### src/hw/dtmf_defs.vh
`ifndef DTMF_DEFS_VH
`define DTMF_DEFS_VH
// ----------------------------------------------------------------
// control register a fields
// ----------------------------------------------------------------
`define CRA_TONE_OUT_BIT   0
`define CRA_PROGRESS_BIT   1
`define CRA_IRQ_EN_BIT     2
`define CRA_REDIRECT_BIT   3
// ----------------------------------------------------------------
// control register b fields
// ----------------------------------------------------------------
`define CRB_UNTIMED_BIT    0
`define CRB_DIAG_BIT       1
`define CRB_SINGLE_BIT     2
`define CRB_COLUMN_BIT     3
// ----------------------------------------------------------------
// status fields
// ----------------------------------------------------------------
`define ST_IRQ_BIT         0
`define ST_TX_READY_BIT    1
`define ST_RX_FULL_BIT     2
`define ST_STEER_BIT       3
// ----------------------------------------------------------------
// reset values
// ----------------------------------------------------------------
`define CTRL_RESET         4'h0
`define STATUS_RESET       4'h0
// ----------------------------------------------------------------
// timing: phase is 50 ms, tx ready after burst+pause = 100 ms
// ----------------------------------------------------------------
`define CLK_HZ             40000000
`define TICK_US            1000
`define TICK_CYCLES        (`CLK_HZ / 1000000 * `TICK_US)
`define PHASE_MS           50
`define PHASE_TICKS        (`PHASE_MS * 1000 / `TICK_US)
`endif

### src/hw/dtmf_ctrl_status.v
// What this block does
// [RQ1] timed mode: burst then equal pause
// [RQ2] tx ready set after pause, interrupt
// [RQ3] progress plus timed doubles burst, pause
// [RQ4] ready 100 ms after write, 200 doubled
// [RQ5] untimed mode: tone while output enabled
// [RQ6] diagnostic bit drives inverted steering out
// [RQ7] host selects tone mode before diagnostic
// [RQ8] single bit picks one or two tones
// [RQ9] group bit picks row or column
// [RQ10] status bit0 follows bits 1,2; read clears
// [RQ11] tx ready: set pause end, read clears
// [RQ12] rx full set on valid code, read clears
// [RQ13] steering flag set when detect drops, cleared when it rises, not read-cleared
// [RQ14] host runs software reset sequence at start
// [RQ15] host services tx and rx per status
// [RQ16] one address, redirect sends next write
// [RQ17] rx data read-only, tx data write-only
// [RQ18] interrupt pin low on events if enabled; with progress bit set the pin follows the progress tone instead
// [RQ19] control a bit0 enables tone output
// [RQ20] chip select low gates accesses
`include "dtmf_defs.vh"
`timescale 1ns/1ps
`default_nettype none
module dtmf_ctrl_status #(
  parameter [31:0] TICK_CYCLES = `TICK_CYCLES
) (
  input  wire        mclk,
  input  wire        rst,
  input  wire        cs_n,
  input  wire        reg_select_line,
  input  wire        rd_wr,
  input  wire        bus_strobe,
  input  wire [3:0]  data_in,
  output reg  [3:0]  data_out,
  output reg         data_oe,
  input  wire        rx_valid,
  input  wire [3:0]  rx_code,
  input  wire        steer_delayed,
  input  wire        progress_tone,
  output reg         tone_out_en,
  output reg         tone_active,
  output reg  [3:0]  tx_code,
  output reg         single_tone,
  output reg         column_group,
  output reg         int_progress_pin_o,
  output reg         int_progress_pin_oe
);
  // ----------------------------------------------------------------
  // state encoding
  // ----------------------------------------------------------------
  localparam [1:0] S_IDLE  = 2'd0;
  localparam [1:0] S_BURST = 2'd1;
  localparam [1:0] S_PAUSE = 2'd2;
  localparam [15:0] PHASE_TICKS = `PHASE_TICKS;

  // ----------------------------------------------------------------
  // registers
  // ----------------------------------------------------------------
  reg [3:0]  ctrl_a_reg;
  reg [3:0]  ctrl_b_reg;
  reg        redirect_reg;
  reg [3:0]  rx_data_reg;
  reg        tx_ready_reg;
  reg        rx_full_reg;
  reg        steer_reg;
  reg [1:0]  state_reg;
  reg [1:0]  state_next;
  reg [15:0] phase_reg;
  reg        strobe_d_reg;
  reg        rx_valid_d_reg;
  reg        steer_d_reg;

  wire       strobe_lvl;
  wire       rx_valid_lvl;
  wire       steer_lvl;
  wire       progress_lvl;
  wire       tick;

  // ----------------------------------------------------------------
  // input synchronisers
  // ----------------------------------------------------------------
  pin_sync u_sync_strobe (
    .mclk  (mclk),
    .rst   (rst),
    .pin   (bus_strobe),
    .level (strobe_lvl)
  );
  pin_sync u_sync_rxv (
    .mclk  (mclk),
    .rst   (rst),
    .pin   (rx_valid),
    .level (rx_valid_lvl)
  );
  pin_sync u_sync_steer (
    .mclk  (mclk),
    .rst   (rst),
    .pin   (steer_delayed),
    .level (steer_lvl)
  );
  pin_sync u_sync_prog (
    .mclk  (mclk),
    .rst   (rst),
    .pin   (progress_tone),
    .level (progress_lvl)
  );

  // ----------------------------------------------------------------
  // bus decode
  // ----------------------------------------------------------------
  wire strobe_rise = strobe_lvl & ~strobe_d_reg;
  wire acc         = strobe_rise & ~cs_n; // RQ20
  wire wr_ctrl     = acc & reg_select_line & ~rd_wr;
  wire rd_status   = acc & reg_select_line & rd_wr;
  wire wr_tx       = acc & ~reg_select_line & ~rd_wr;
  wire rd_rx       = acc & ~reg_select_line & rd_wr;
  wire rx_event    = rx_valid_lvl & ~rx_valid_d_reg;
  wire untimed     = ctrl_b_reg[`CRB_UNTIMED_BIT];
  wire doubled     = ctrl_a_reg[`CRA_PROGRESS_BIT];
  wire [15:0] phase_len = doubled ? {PHASE_TICKS[14:0], 1'b0}
                                  : PHASE_TICKS; // RQ3
  wire phase_end   = tick & (phase_reg == phase_len - 16'd1);
  wire pause_done  = (state_reg == S_PAUSE) & phase_end;
  wire irq_flag    = tx_ready_reg | rx_full_reg; // RQ10

  // ----------------------------------------------------------------
  // millisecond tick, restarted on each transmit write
  // ----------------------------------------------------------------
  tick_divider #(
    .PERIOD (TICK_CYCLES)
  ) u_tick (
    .mclk  (mclk),
    .rst   (rst),
    .clear (wr_tx),
    .tick  (tick)
  );

  // ----------------------------------------------------------------
  // edge history
  // ----------------------------------------------------------------
  always @(posedge mclk or posedge rst) begin
    if (rst) begin
      strobe_d_reg   <= 1'b0;
      rx_valid_d_reg <= 1'b0;
      steer_d_reg    <= 1'b0;
    end else begin
      strobe_d_reg   <= strobe_lvl;
      rx_valid_d_reg <= rx_valid_lvl;
      steer_d_reg    <= steer_lvl;
    end
  end

  // ----------------------------------------------------------------
  // control registers on a shared address
  // ----------------------------------------------------------------
  always @(posedge mclk or posedge rst) begin
    if (rst) begin
      ctrl_a_reg   <= `CTRL_RESET;
      ctrl_b_reg   <= `CTRL_RESET;
      redirect_reg <= 1'b0;
    end else if (wr_ctrl) begin
      if (redirect_reg) begin
        ctrl_b_reg   <= data_in; // RQ16
        redirect_reg <= 1'b0;
      end else begin
        ctrl_a_reg   <= data_in;
        redirect_reg <= data_in[`CRA_REDIRECT_BIT]; // RQ16
      end
    end
  end

  // ----------------------------------------------------------------
  // transmit data and receive data
  // ----------------------------------------------------------------
  always @(posedge mclk or posedge rst) begin
    if (rst) begin
      tx_code     <= 4'h0;
      rx_data_reg <= 4'h0;
    end else begin
      if (wr_tx)
        tx_code <= data_in; // RQ17
      if (rx_event)
        rx_data_reg <= rx_code; // RQ17
    end
  end

  // ----------------------------------------------------------------
  // burst / pause sequencer
  // ----------------------------------------------------------------
  always @* begin
    state_next = state_reg;
    case (state_reg)
      S_IDLE:  if (wr_tx && !untimed) state_next = S_BURST; // RQ1
      S_BURST: if (phase_end) state_next = S_PAUSE; // RQ1
      S_PAUSE: if (phase_end) state_next = S_IDLE;
      default: state_next = S_IDLE;
    endcase
    if (untimed)
      state_next = S_IDLE; // RQ5
    else if (wr_tx)
      state_next = S_BURST;
  end

  // phase counter in ticks, restarted per phase
  always @(posedge mclk or posedge rst) begin
    if (rst) begin
      state_reg <= S_IDLE;
      phase_reg <= 16'h0;
    end else begin
      state_reg <= state_next;
      if (wr_tx || phase_end || untimed)
        phase_reg <= 16'h0;
      else if (tick && state_reg != S_IDLE)
        phase_reg <= phase_reg + 16'd1; // RQ4
    end
  end

  // ----------------------------------------------------------------
  // status flags, set wins over read clear
  // ----------------------------------------------------------------
  always @(posedge mclk or posedge rst) begin
    if (rst) begin
      tx_ready_reg <= 1'b0;
      rx_full_reg  <= 1'b0;
      steer_reg    <= 1'b0;
    end else begin
      if (untimed)
        tx_ready_reg <= 1'b0; // RQ11
      else if (pause_done)
        tx_ready_reg <= 1'b1; // RQ2
      else if (rd_status)
        tx_ready_reg <= 1'b0; // RQ11
      if (rx_event)
        rx_full_reg <= 1'b1; // RQ12
      else if (rd_status)
        rx_full_reg <= 1'b0; // RQ12
      if (steer_lvl & ~steer_d_reg)
        steer_reg <= 1'b0; // RQ13
      else if (~steer_lvl & steer_d_reg)
        steer_reg <= 1'b1; // RQ13
    end
  end

  // ----------------------------------------------------------------
  // read data
  // ----------------------------------------------------------------
  always @(posedge mclk or posedge rst) begin
    if (rst) begin
      data_out <= `STATUS_RESET;
      data_oe  <= 1'b0;
    end else begin
      data_oe <= ~cs_n & rd_wr;
      if (rd_status)
        data_out <= {steer_reg, rx_full_reg, tx_ready_reg, irq_flag};
      else if (rd_rx)
        data_out <= rx_data_reg;
    end
  end

  // ----------------------------------------------------------------
  // tone generator controls
  // ----------------------------------------------------------------
  always @(posedge mclk or posedge rst) begin
    if (rst) begin
      tone_out_en  <= 1'b0;
      tone_active  <= 1'b0;
      single_tone  <= 1'b0;
      column_group <= 1'b0;
    end else begin
      tone_out_en  <= ctrl_a_reg[`CRA_TONE_OUT_BIT]; // RQ19
      tone_active  <= ctrl_a_reg[`CRA_TONE_OUT_BIT] &
                      (untimed | (state_next == S_BURST)); // RQ5
      single_tone  <= ctrl_b_reg[`CRB_SINGLE_BIT]; // RQ8
      column_group <= ctrl_b_reg[`CRB_COLUMN_BIT]; // RQ9
    end
  end

  // ----------------------------------------------------------------
  // open drain interrupt / progress pin
  // ----------------------------------------------------------------
  always @(posedge mclk or posedge rst) begin
    if (rst) begin
      int_progress_pin_o  <= 1'b0;
      int_progress_pin_oe <= 1'b0;
    end else begin
      int_progress_pin_o <= 1'b0;
      if (ctrl_b_reg[`CRB_DIAG_BIT])
        int_progress_pin_oe <= steer_lvl; // RQ6
      else if (!ctrl_a_reg[`CRA_IRQ_EN_BIT])
        int_progress_pin_oe <= 1'b0;
      else if (doubled)
        int_progress_pin_oe <= ~progress_lvl;
      else
        int_progress_pin_oe <= irq_flag; // RQ18
    end
  end
endmodule
`default_nettype wire

### src/hw/tick_divider.v
`timescale 1ns/1ps
`default_nettype none
// ----------------------------------------------------------------
// one-cycle enable pulse every period cycles
// ----------------------------------------------------------------
module tick_divider #(
  parameter [31:0] PERIOD = 32'd40000
) (
  input  wire        mclk,
  input  wire        rst,
  input  wire        clear,
  output reg         tick
);
  reg [31:0] count_reg;

  // free counter, restarted by clear
  always @(posedge mclk or posedge rst) begin
    if (rst) begin
      count_reg <= 32'h0;
      tick      <= 1'b0;
    end else if (clear) begin
      count_reg <= 32'h0;
      tick      <= 1'b0;
    end else if (count_reg == PERIOD - 32'd1) begin
      count_reg <= 32'h0;
      tick      <= 1'b1;
    end else begin
      count_reg <= count_reg + 32'd1;
      tick      <= 1'b0;
    end
  end
endmodule
`default_nettype wire

### src/hw/pin_sync.v
`timescale 1ns/1ps
`default_nettype none
// ----------------------------------------------------------------
// three flop input filter
// ----------------------------------------------------------------
module pin_sync (
  input  wire        mclk,
  input  wire        rst,
  input  wire        pin,
  output reg         level
);
  reg s1_reg;
  reg s2_reg;
  reg s3_reg;

  // change accepted once second and third agree
  always @(posedge mclk or posedge rst) begin
    if (rst) begin
      s1_reg <= 1'b0;
      s2_reg <= 1'b0;
      s3_reg <= 1'b0;
      level  <= 1'b0;
    end else begin
      s1_reg <= pin;
      s2_reg <= s1_reg;
      s3_reg <= s2_reg;
      if (s2_reg == s3_reg)
        level <= s3_reg;
    end
  end
endmodule
`default_nettype wire

### config.mk
export PLATFORM = sky130hd
export DESIGN_NAME = dtmf_ctrl_status
export DESIGN_NICKNAME = d
export VERILOG_FILES = /design/src/hw/dtmf_ctrl_status.v /design/src/hw/tick_divider.v /design/src/hw/pin_sync.v
export VERILOG_INCLUDE_DIRS = /design/src /design/src/hw
export SDC_FILE = /design/constraint.sdc
export NUM_CORES = 1
export LEC_CHECK = 0
export BUFFER_PORTS_ARGS = -buffer_cell sky130_fd_sc_hd__buf_2
export CAP_MARGIN = 20
export CORE_MARGIN = 3
export CORE_UTILIZATION = 45
export DETAILED_ROUTE_END_ITERATION = 10
export PLACE_DENSITY = 0.72
export SLEW_MARGIN = 20
export SYNTH_ARGS = -nofsm -noshare
export SYNTH_HDL_FRONTEND = slang
export SYNTH_SLANG_ARGS = --single-unit
### constraint.sdc
create_clock -name mclk -period 2.9 [get_ports mclk]
set_input_delay 0 -clock mclk [delete_from_list [all_inputs] [get_ports mclk]]
set_output_delay 0 -clock mclk [all_outputs]
set_load 0.01 [all_outputs]
==> results.py, run 1 <==
metrics = {
    "global_route": {
        "antenna_found_initial": 0,
        "use_met1": 0.2156,
        "grt_overflow": 0,
        "track_usage": 0.1643,
        "met3_usage": 0.03735,
        "grt-busiest-layer": "met2",
        "grt_max_degree": 58,
        "grt_pass1_vias": 3258,
        "grt_use_met2": 0.2709,
        "grt_pass1_wl_um": 15110,
    },
    "sta": {
        "fmax_ghz": 0.4743,
        "setup_viol": 0,
        "finalHoldViolations": 0,
        "timing.slew.headroom": 0.5298,
        "rsz0062_at_grt": "no",
        "fin_crit_sh": 0.7271,
        "slew_violations": 0,
        "worst_slew_pin_slew_ns": 0.7053,
        "clock_skew_ns": 0.01993,
        "hold_slack_ns": 0.02430,
        "min_period_ns": 2.109,
        "setup_tns_ns": 0,
    },
    "clocking": {
        "cts_buffer_depth": 2,
        "clock_latency_ns": 0.37,
        "cts_resized": 0,
        "clockRootBuffer": "clkbuf_8",
        "cts_num_sinks": 99,
        "numCtsBuffers": 9,
        "cts_htree_levels": 3,
        "clkTransAtPathRegs_ns": 0.11,
        "cts_tree": "done",
    },
    "cells_and_area": {
        "multi_input_area_um2": 1852,
        "seqCellArea_um2": 2477,
        "layout-drive-gt1-share": 0.1612,
        "largest_register_ffs": 32,
        "n_fill_cell": 788,
        "area_growth_pct": 14.51,
        "nNetsFinal": 474,
        "antenna_cells": 0,
        "utilization": 0.5413,
    },
    "power": {
        "pwr-share-clk": 0.297,
        "p_int_uw": 2126,
        "netSwitchingPower_uw": 926.1,
        "ir_drop_mv": 0.3843,
        "powerDensity_nw_per_um2": 598.8,
        "seq_power_share": 0.556,
        "sw_frac_of_total": 0.3035,
        "p_comb_frac": 0.147,
        "p_leak_uw": 0.002183,
    },
    "logic_synthesis": {
        "synth-edff-count": 0,
        "yosys_warnings": 0,
        "synth-seq-cells": 99,
        "synth.avg_cell_area_um2": 10.93,
        "netlist.area_leader.share": 0.5566,
        "synthArstFlopShare": 1.000,
        "synthTopCellsByArea": "dfrtp_1 (56%), xnor2_1 (3.5%), mux2_2 (3.0%), a211oi_1 (2.9%), nand2_1 (2.9%)",
        "ys_types": 47,
        "synth_top_area_cell": "dfrtp_1",
        "syn-num-nets": 427,
        "synth-seq-area-share": 0.5566,
        "postSynthCellCount": 407,
        "synthFlopType": "dfrtp_1",
        "synth_area_um2": 4451,
    },
    "floorplan": {
        "rows": 35,
        "core_um2": 9415,
        "start_util": 0.4727,
        "ioPinCount": 32,
        "die_area_um2": 11120,
        "die_h_um": 105.5,
        "die_w_um": 105.5,
    },
    "drt": {
        "viasPerCell": 5.495,
        "drt-wirelength-per-cell_um": 14.71,
        "drcViolationCount": 0,
        "ant_nets": 0,
        "detail_route.first_pass.iterations": 4,
        "wl_um": 8647,
        "drt_iter0_drc": 105,
        "num_vias": 3231,
    },
    "worst_setup_path": {
        "end_kind": "register",
        "worstPathArrival_ns": 2.39,
        "criticalPathCategory": "register to register",
        "cp_data_required_time_ns": 3.18,
        "crit_fanout": 15,
        "startpoint_type": "register",
    },
    "placed_design": {
        "place_congestion": 0.8132,
        "dp_hpwl_um": 5734,
        "io_buffers": 30,
    },
    "flow_run": {
        "maxCapViolCount": 0,
    },
    "status": {
        "status": "finished clean",
    },
    "worst_hold_path": {
        "holdCritPathClass": "primary input to register",
    },
}
[worst paths after layout]
| path | start | end | slack, ns | cells past startpoint |
|---|---|---|---|---|
| worst max-delay path | u_tick.count_reg[2]$_DFF_PP0_ | u_tick.count_reg[23]$_DFF_PP0_ | 0.79 | 4 |
| worst min-delay path | reg_select_line | redirect_reg$_DFFE_PP0P_ | 0.02 | 3 |
| worst max register to register | u_tick.count_reg[2]$_DFF_PP0_ | u_tick.count_reg[23]$_DFF_PP0_ | 0.79 | 4 |
| worst min register to register | u_sync_strobe.s1_reg$_DFF_PP0_ | u_sync_strobe.s2_reg$_DFF_PP0_ | 0.36 | 0 |
| max in group asynchronous | rst | u_tick.tick$_DFF_PP0_ | 1.84 | 4 |
| min in group asynchronous | rst | phase_reg[12]$_DFFE_PP0P_ | 0.28 | 3 |
[Yosys cell counts, types with 3 or more instances]
library cell,n
dfrtp_1,99
nand2_1,34
nor2_1,28
nor3_1,19
o21ai_0,19
xnor2_1,18
a211oi_1,17
nand4_1,15
or3_1,13
mux2_2,12
nand3_1,12
nor4_1,12
inv_1,10
a21oi_1,9
xor2_1,8
buf_2,7
or4_1,7
and4_1,6
o31ai_1,6
and3_1,5
mux2i_1,5
clkbuf_1,4
maj3_1,4
nor4b_1,4
ha_1,3
nor2b_1,3
[per-stage QoR]
| step | area, µm² | power (µW) | instances | setup WS [ns] |
|---|---|---|---|---|
| after CTS | 5096 | 3095 | 588 | 0.7920 |
| after global placement | 4733 | 2136 | 557 | 0.8881 |
| after floorplan | 4451 | 1996 | 407 | 0.3096 |
| final | 5096 | 3052 | 588 | 0.7915 |
| after global routing | 5096 | 3227 | 588 | 0.6336 |
| after detailed placement | 4733 | 2164 | 557 | 0.7854 |
[cells by family after synthesis]
family / synth area share
muxes: 0.04161
AOI/OAI and AO/OA: 0.08350
adders and majority gates: 0.01743
xor gates and xnor gates: 0.05117
buffers and inverters: 0.02727
DFF: 0.5566
and+or+nand+nor: 0.2215
other: 0.0008426
[placed cells by master, fill, tap and decap left out, types with 2 or more instances in the layout]
master         instances
or3b_2                 2
xor2_1                 8
nand4_2                2
dlygate4sd3_1         15
nor2_1                28
a21boi_0               2
inv_8                  2
mux2_2                12
inv_6                  2
nand2_1               34
nor3_1                19
o21ai_0               19
ha_1                   3
nand4_4                2
and4_1                 6
inv_1                  9
or4_1                  7
a21oi_1                9
nor4bb_1               2
clkbuf_8               9
clkinv_8               3
nor4b_1                4
dfrtp_1               99
a211oi_1              17
xnor2_1               18
o31ai_1                6
nand3_1               12
mux2i_1                5
nor2b_1                3
and3_1                 5
buf_4                  7
buf_2                 30
nor4_1                12
maj3_1                 4
or3_1                 13
nand4_1               15
[routing by layer]
layer / vias to the layer above / wire length (µm)
met4: 0 / 61
li1: 1581 / -
met3: 6 / 255
met5: - / 0
met1: 1599 / 4130
met2: 45 / 4199
[worst max-delay path: stages, from the launching register on]
cell      delay [ns]
dfrtp_1         0.43
and4_1          0.45
nand4_2         0.35
or4_1           0.56
a211oi_1        0.24
[power by group through the flow]
stage	logic [µW]	clock network (µW)	registers, µW
2_1_floorplan	275	0	1720
3_3_place_gp	420	0	1720
3_5_place_dp	438	0	1730
4_1_cts	456	941	1700
5_1_grt	504	996	1730
6_report	447	906	1700
[final cells by class]
class                      instances  share of cell area
sequential                        99              0.4861
multi-input combinational        282              0.3634
timing repair buffer              52             0.06924
tap                              129             0.03167
clock buffer                       9             0.02431
clock inverter                     7             0.01743
inverter                          10            0.007857
[timing repair]
| action | 4_1_cts | 5_1_grt |
|---|---|---|
| hold endpoints to repair | 76 | 0 |
| hold buffers | 15 | 0 |
| buffers inserted | 0 | 0 |
(Power assumes the default switching activity.)
==> inputs of run 2 (changes only) <==
--- a/config.mk
+++ b/config.mk
@@ -11,7 +11,7 @@
 export CORE_MARGIN = 3
 export CORE_UTILIZATION = 45
 export DETAILED_ROUTE_END_ITERATION = 10
-export PLACE_DENSITY = 0.72
+export PLACE_DENSITY = 0.75
 export SLEW_MARGIN = 20
 export SYNTH_ARGS = -nofsm -noshare
 export SYNTH_HDL_FRONTEND = slang
==> constraint.sdc (replaced) <==
create_clock -name mclk -period 1.7 [get_ports mclk]
set_input_delay 0 -clock mclk [delete_from_list [all_inputs] [get_ports mclk]]
set_output_delay 0 -clock mclk [all_outputs]
set_load 0.01 [all_outputs]
==> run 2 against run 1 <==
Net effect: clock skew shrank 0.0033 ns; the flow now finishes with violations (setup timing); critical path type unchanged; core utilization grew 11 points; via count grew 16%; hold slack gained 0.069 ns; design area grew 20%; worst setup slack lost 0.89 ns.
==> results.py, run 2 (same netlist as run 1, synthesis figures left out) <==
metrics = {
    "sta": {
        "finalHoldViolations": 0,
        "fin_crit_sh": 1.056,
        "fin_ws_ns": -0.09565,
        "min_period_ns": 1.796,
        "setup_tns_ns": -2.460,
        "clock_skew_ns": 0.01667,
        "fmax_ghz": 0.5569,
        "setup_viol": 32,
        "rsz0062_at_grt": "yes",
        "slew_violations": 0,
    },
    "placed_design": {
        "placed_cells": 608,
        "io_buffers": 30,
        "place_congestion": 0.8821,
        "dp_hpwl_um": 6692,
    },
    "cells_and_area": {
        "layout_common_cells": "dfrtp_1 (95), buf_4 (72), nand2_1 (34)",
        "antenna_cells": 0,
        "largest_register_ffs": 32,
        "layout-drive-gt1-share": 0.3694,
        "final_cells": 665,
        "n_fill_cell": 645,
        "utilization": 0.6470,
        "area_growth_pct": 36.88,
        "nNetsFinal": 551,
        "multi_input_area_um2": 2163,
        "seqCellArea_um2": 2482,
        "final_common_cell": "dfrtp_1",
    },
    "floorplan": {
        "rows": 35,
        "die_area_um2": 11120,
        "die_h_um": 105.5,
        "ioPinCount": 32,
        "start_util": 0.4727,
        "die_w_um": 105.5,
        "core_um2": 9415,
    },
    "global_route": {
        "antenna_found_initial": 0,
        "grt_overflow": 0,
        "grt_max_degree": 75,
        "track_usage": 0.1921,
        "grt_pass1_vias": 3701,
        "grt_pass1_wl_um": 17400,
    },
    "power": {
        "p_leak_uw": 0.002693,
        "ir_drop_mv": 0.6627,
        "powerDensity_nw_per_um2": 947.8,
    },
    "clocking": {
        "clockRootBuffer": "clkbuf_8",
        "cts_num_sinks": 99,
        "cts_tree": "done",
        "clock_latency_ns": 0.39,
        "cts_htree_levels": 3,
        "clkTransAtPathRegs_ns": 0.10,
        "cts_buffer_depth": 2,
        "numCtsBuffers": 9,
    },
    "flow_run": {
        "maxCapViolCount": 0,
    },
    "drt": {
        "drt-wirelength-per-cell_um": 16.91,
        "viasPerCell": 5.617,
        "num_vias": 3735,
        "wl_um": 11250,
        "detail_route.first_pass.iterations": 4,
        "ant_nets": 0,
        "drcViolationCount": 0,
        "drt_iter0_drc": 145,
    },
    "worst_hold_path": {
        "holdCritPathClass": "primary input to register",
    },
    "status": {
        "violations": "setup timing",
        "status": "complete, but fails checks",
    },
    "worst_setup_path": {
        "startpoint_type": "register",
        "end_kind": "register",
        "criticalPathCategory": "register to register",
        "cp_data_required_time_ns": 1.97,
        "worstPathArrival_ns": 2.07,
        "crit_fanout": 16,
    },
}
run 2: worst paths after layout:
check / slack, ns / cells past startpoint / endpoint / from
worst max register to register: -0.1 / 6 / u_tick.count_reg[4]$_DFF_PP0_ / u_tick.count_reg[20]$_DFF_PP0_
max in group asynchronous: 0.95 / 4 / u_tick.count_reg[24]$_DFF_PP0_ / rst
worst min-delay path: 0.09 / 5 / redirect_reg$_DFFE_PP0P_ / rd_wr
worst max-delay path: -0.1 / 6 / u_tick.count_reg[4]$_DFF_PP0_ / u_tick.count_reg[20]$_DFF_PP0_
min in group asynchronous: 0.10 / 3 / phase_reg[3]$_DFFE_PP0P_ / rst
worst min register to register: 0.36 / 0 / u_sync_steer.s2_reg$_DFF_PP0_ / u_sync_steer.s1_reg$_DFF_PP0_
run 2: cell type report:
| type | instances | area share |
|---|---|---|
| Sequential cell | 99 | 0.4075 |
| Tap cell | 129 | 0.02649 |
| Multi-Input combinational cell | 283 | 0.3551 |
| Clock inverter | 7 | 0.01910 |
| Timing Repair Buffer | 128 | 0.1647 |
| Inverter | 10 | 0.006778 |
| Clock buffer | 9 | 0.02033 |
run 2: timing repair:
action / 4_1_cts / 5_1_grt
gates resized for setup: 14 / 58
pin swaps: 4 / 19
buffers inserted: 5 / 18
endpoints found under the setup margin: 35 / 39
gates cloned: 1 / 2
hold buffers: 16 / 0
endpoints found under the hold margin: 120 / 0
run 2: worst max-delay path, cell delays in order, from the launching register on:
cell and delay, ns:
dfrtp_1 0.45, nor4_2 0.35, buf_4 0.18, nand4_1 0.18, nor2_4 0.25, buf_12 0.20
nor3_1 0.07
run 2: per-stage QoR:
| stage | setup WS (ns) | hold WS (ns) | cell area, µm² | total power, µW |
|---|---|---|---|---|
| after floorplan | -0.008730 | 0.03143 | 4454 | 3405 |
| after global placement | -0.01076 | -0.03578 | 5157 | 3805 |
| after detailed placement | -0.1044 | -0.03226 | 5157 | 3866 |
| after CTS | 0.0003462 | 0.08175 | 5649 | 5694 |
| after global routing | -0.1401 | 0.1239 | 6092 | 6037 |
| final | -0.09565 | 0.09347 | 6092 | 5774 |
run 2: layer usage:
metal  GRT usage  wire length (µm)
met3     0.04164               460
met1      0.2415              4655
met5           0                 0
met2      0.3270              5900
met4     0.06748               229
run 2: where the power goes:
part           internal [µW]  switching [µW]
sequential              2660             200
clock                    872             913
combinational            568             560
total                   4100            1670
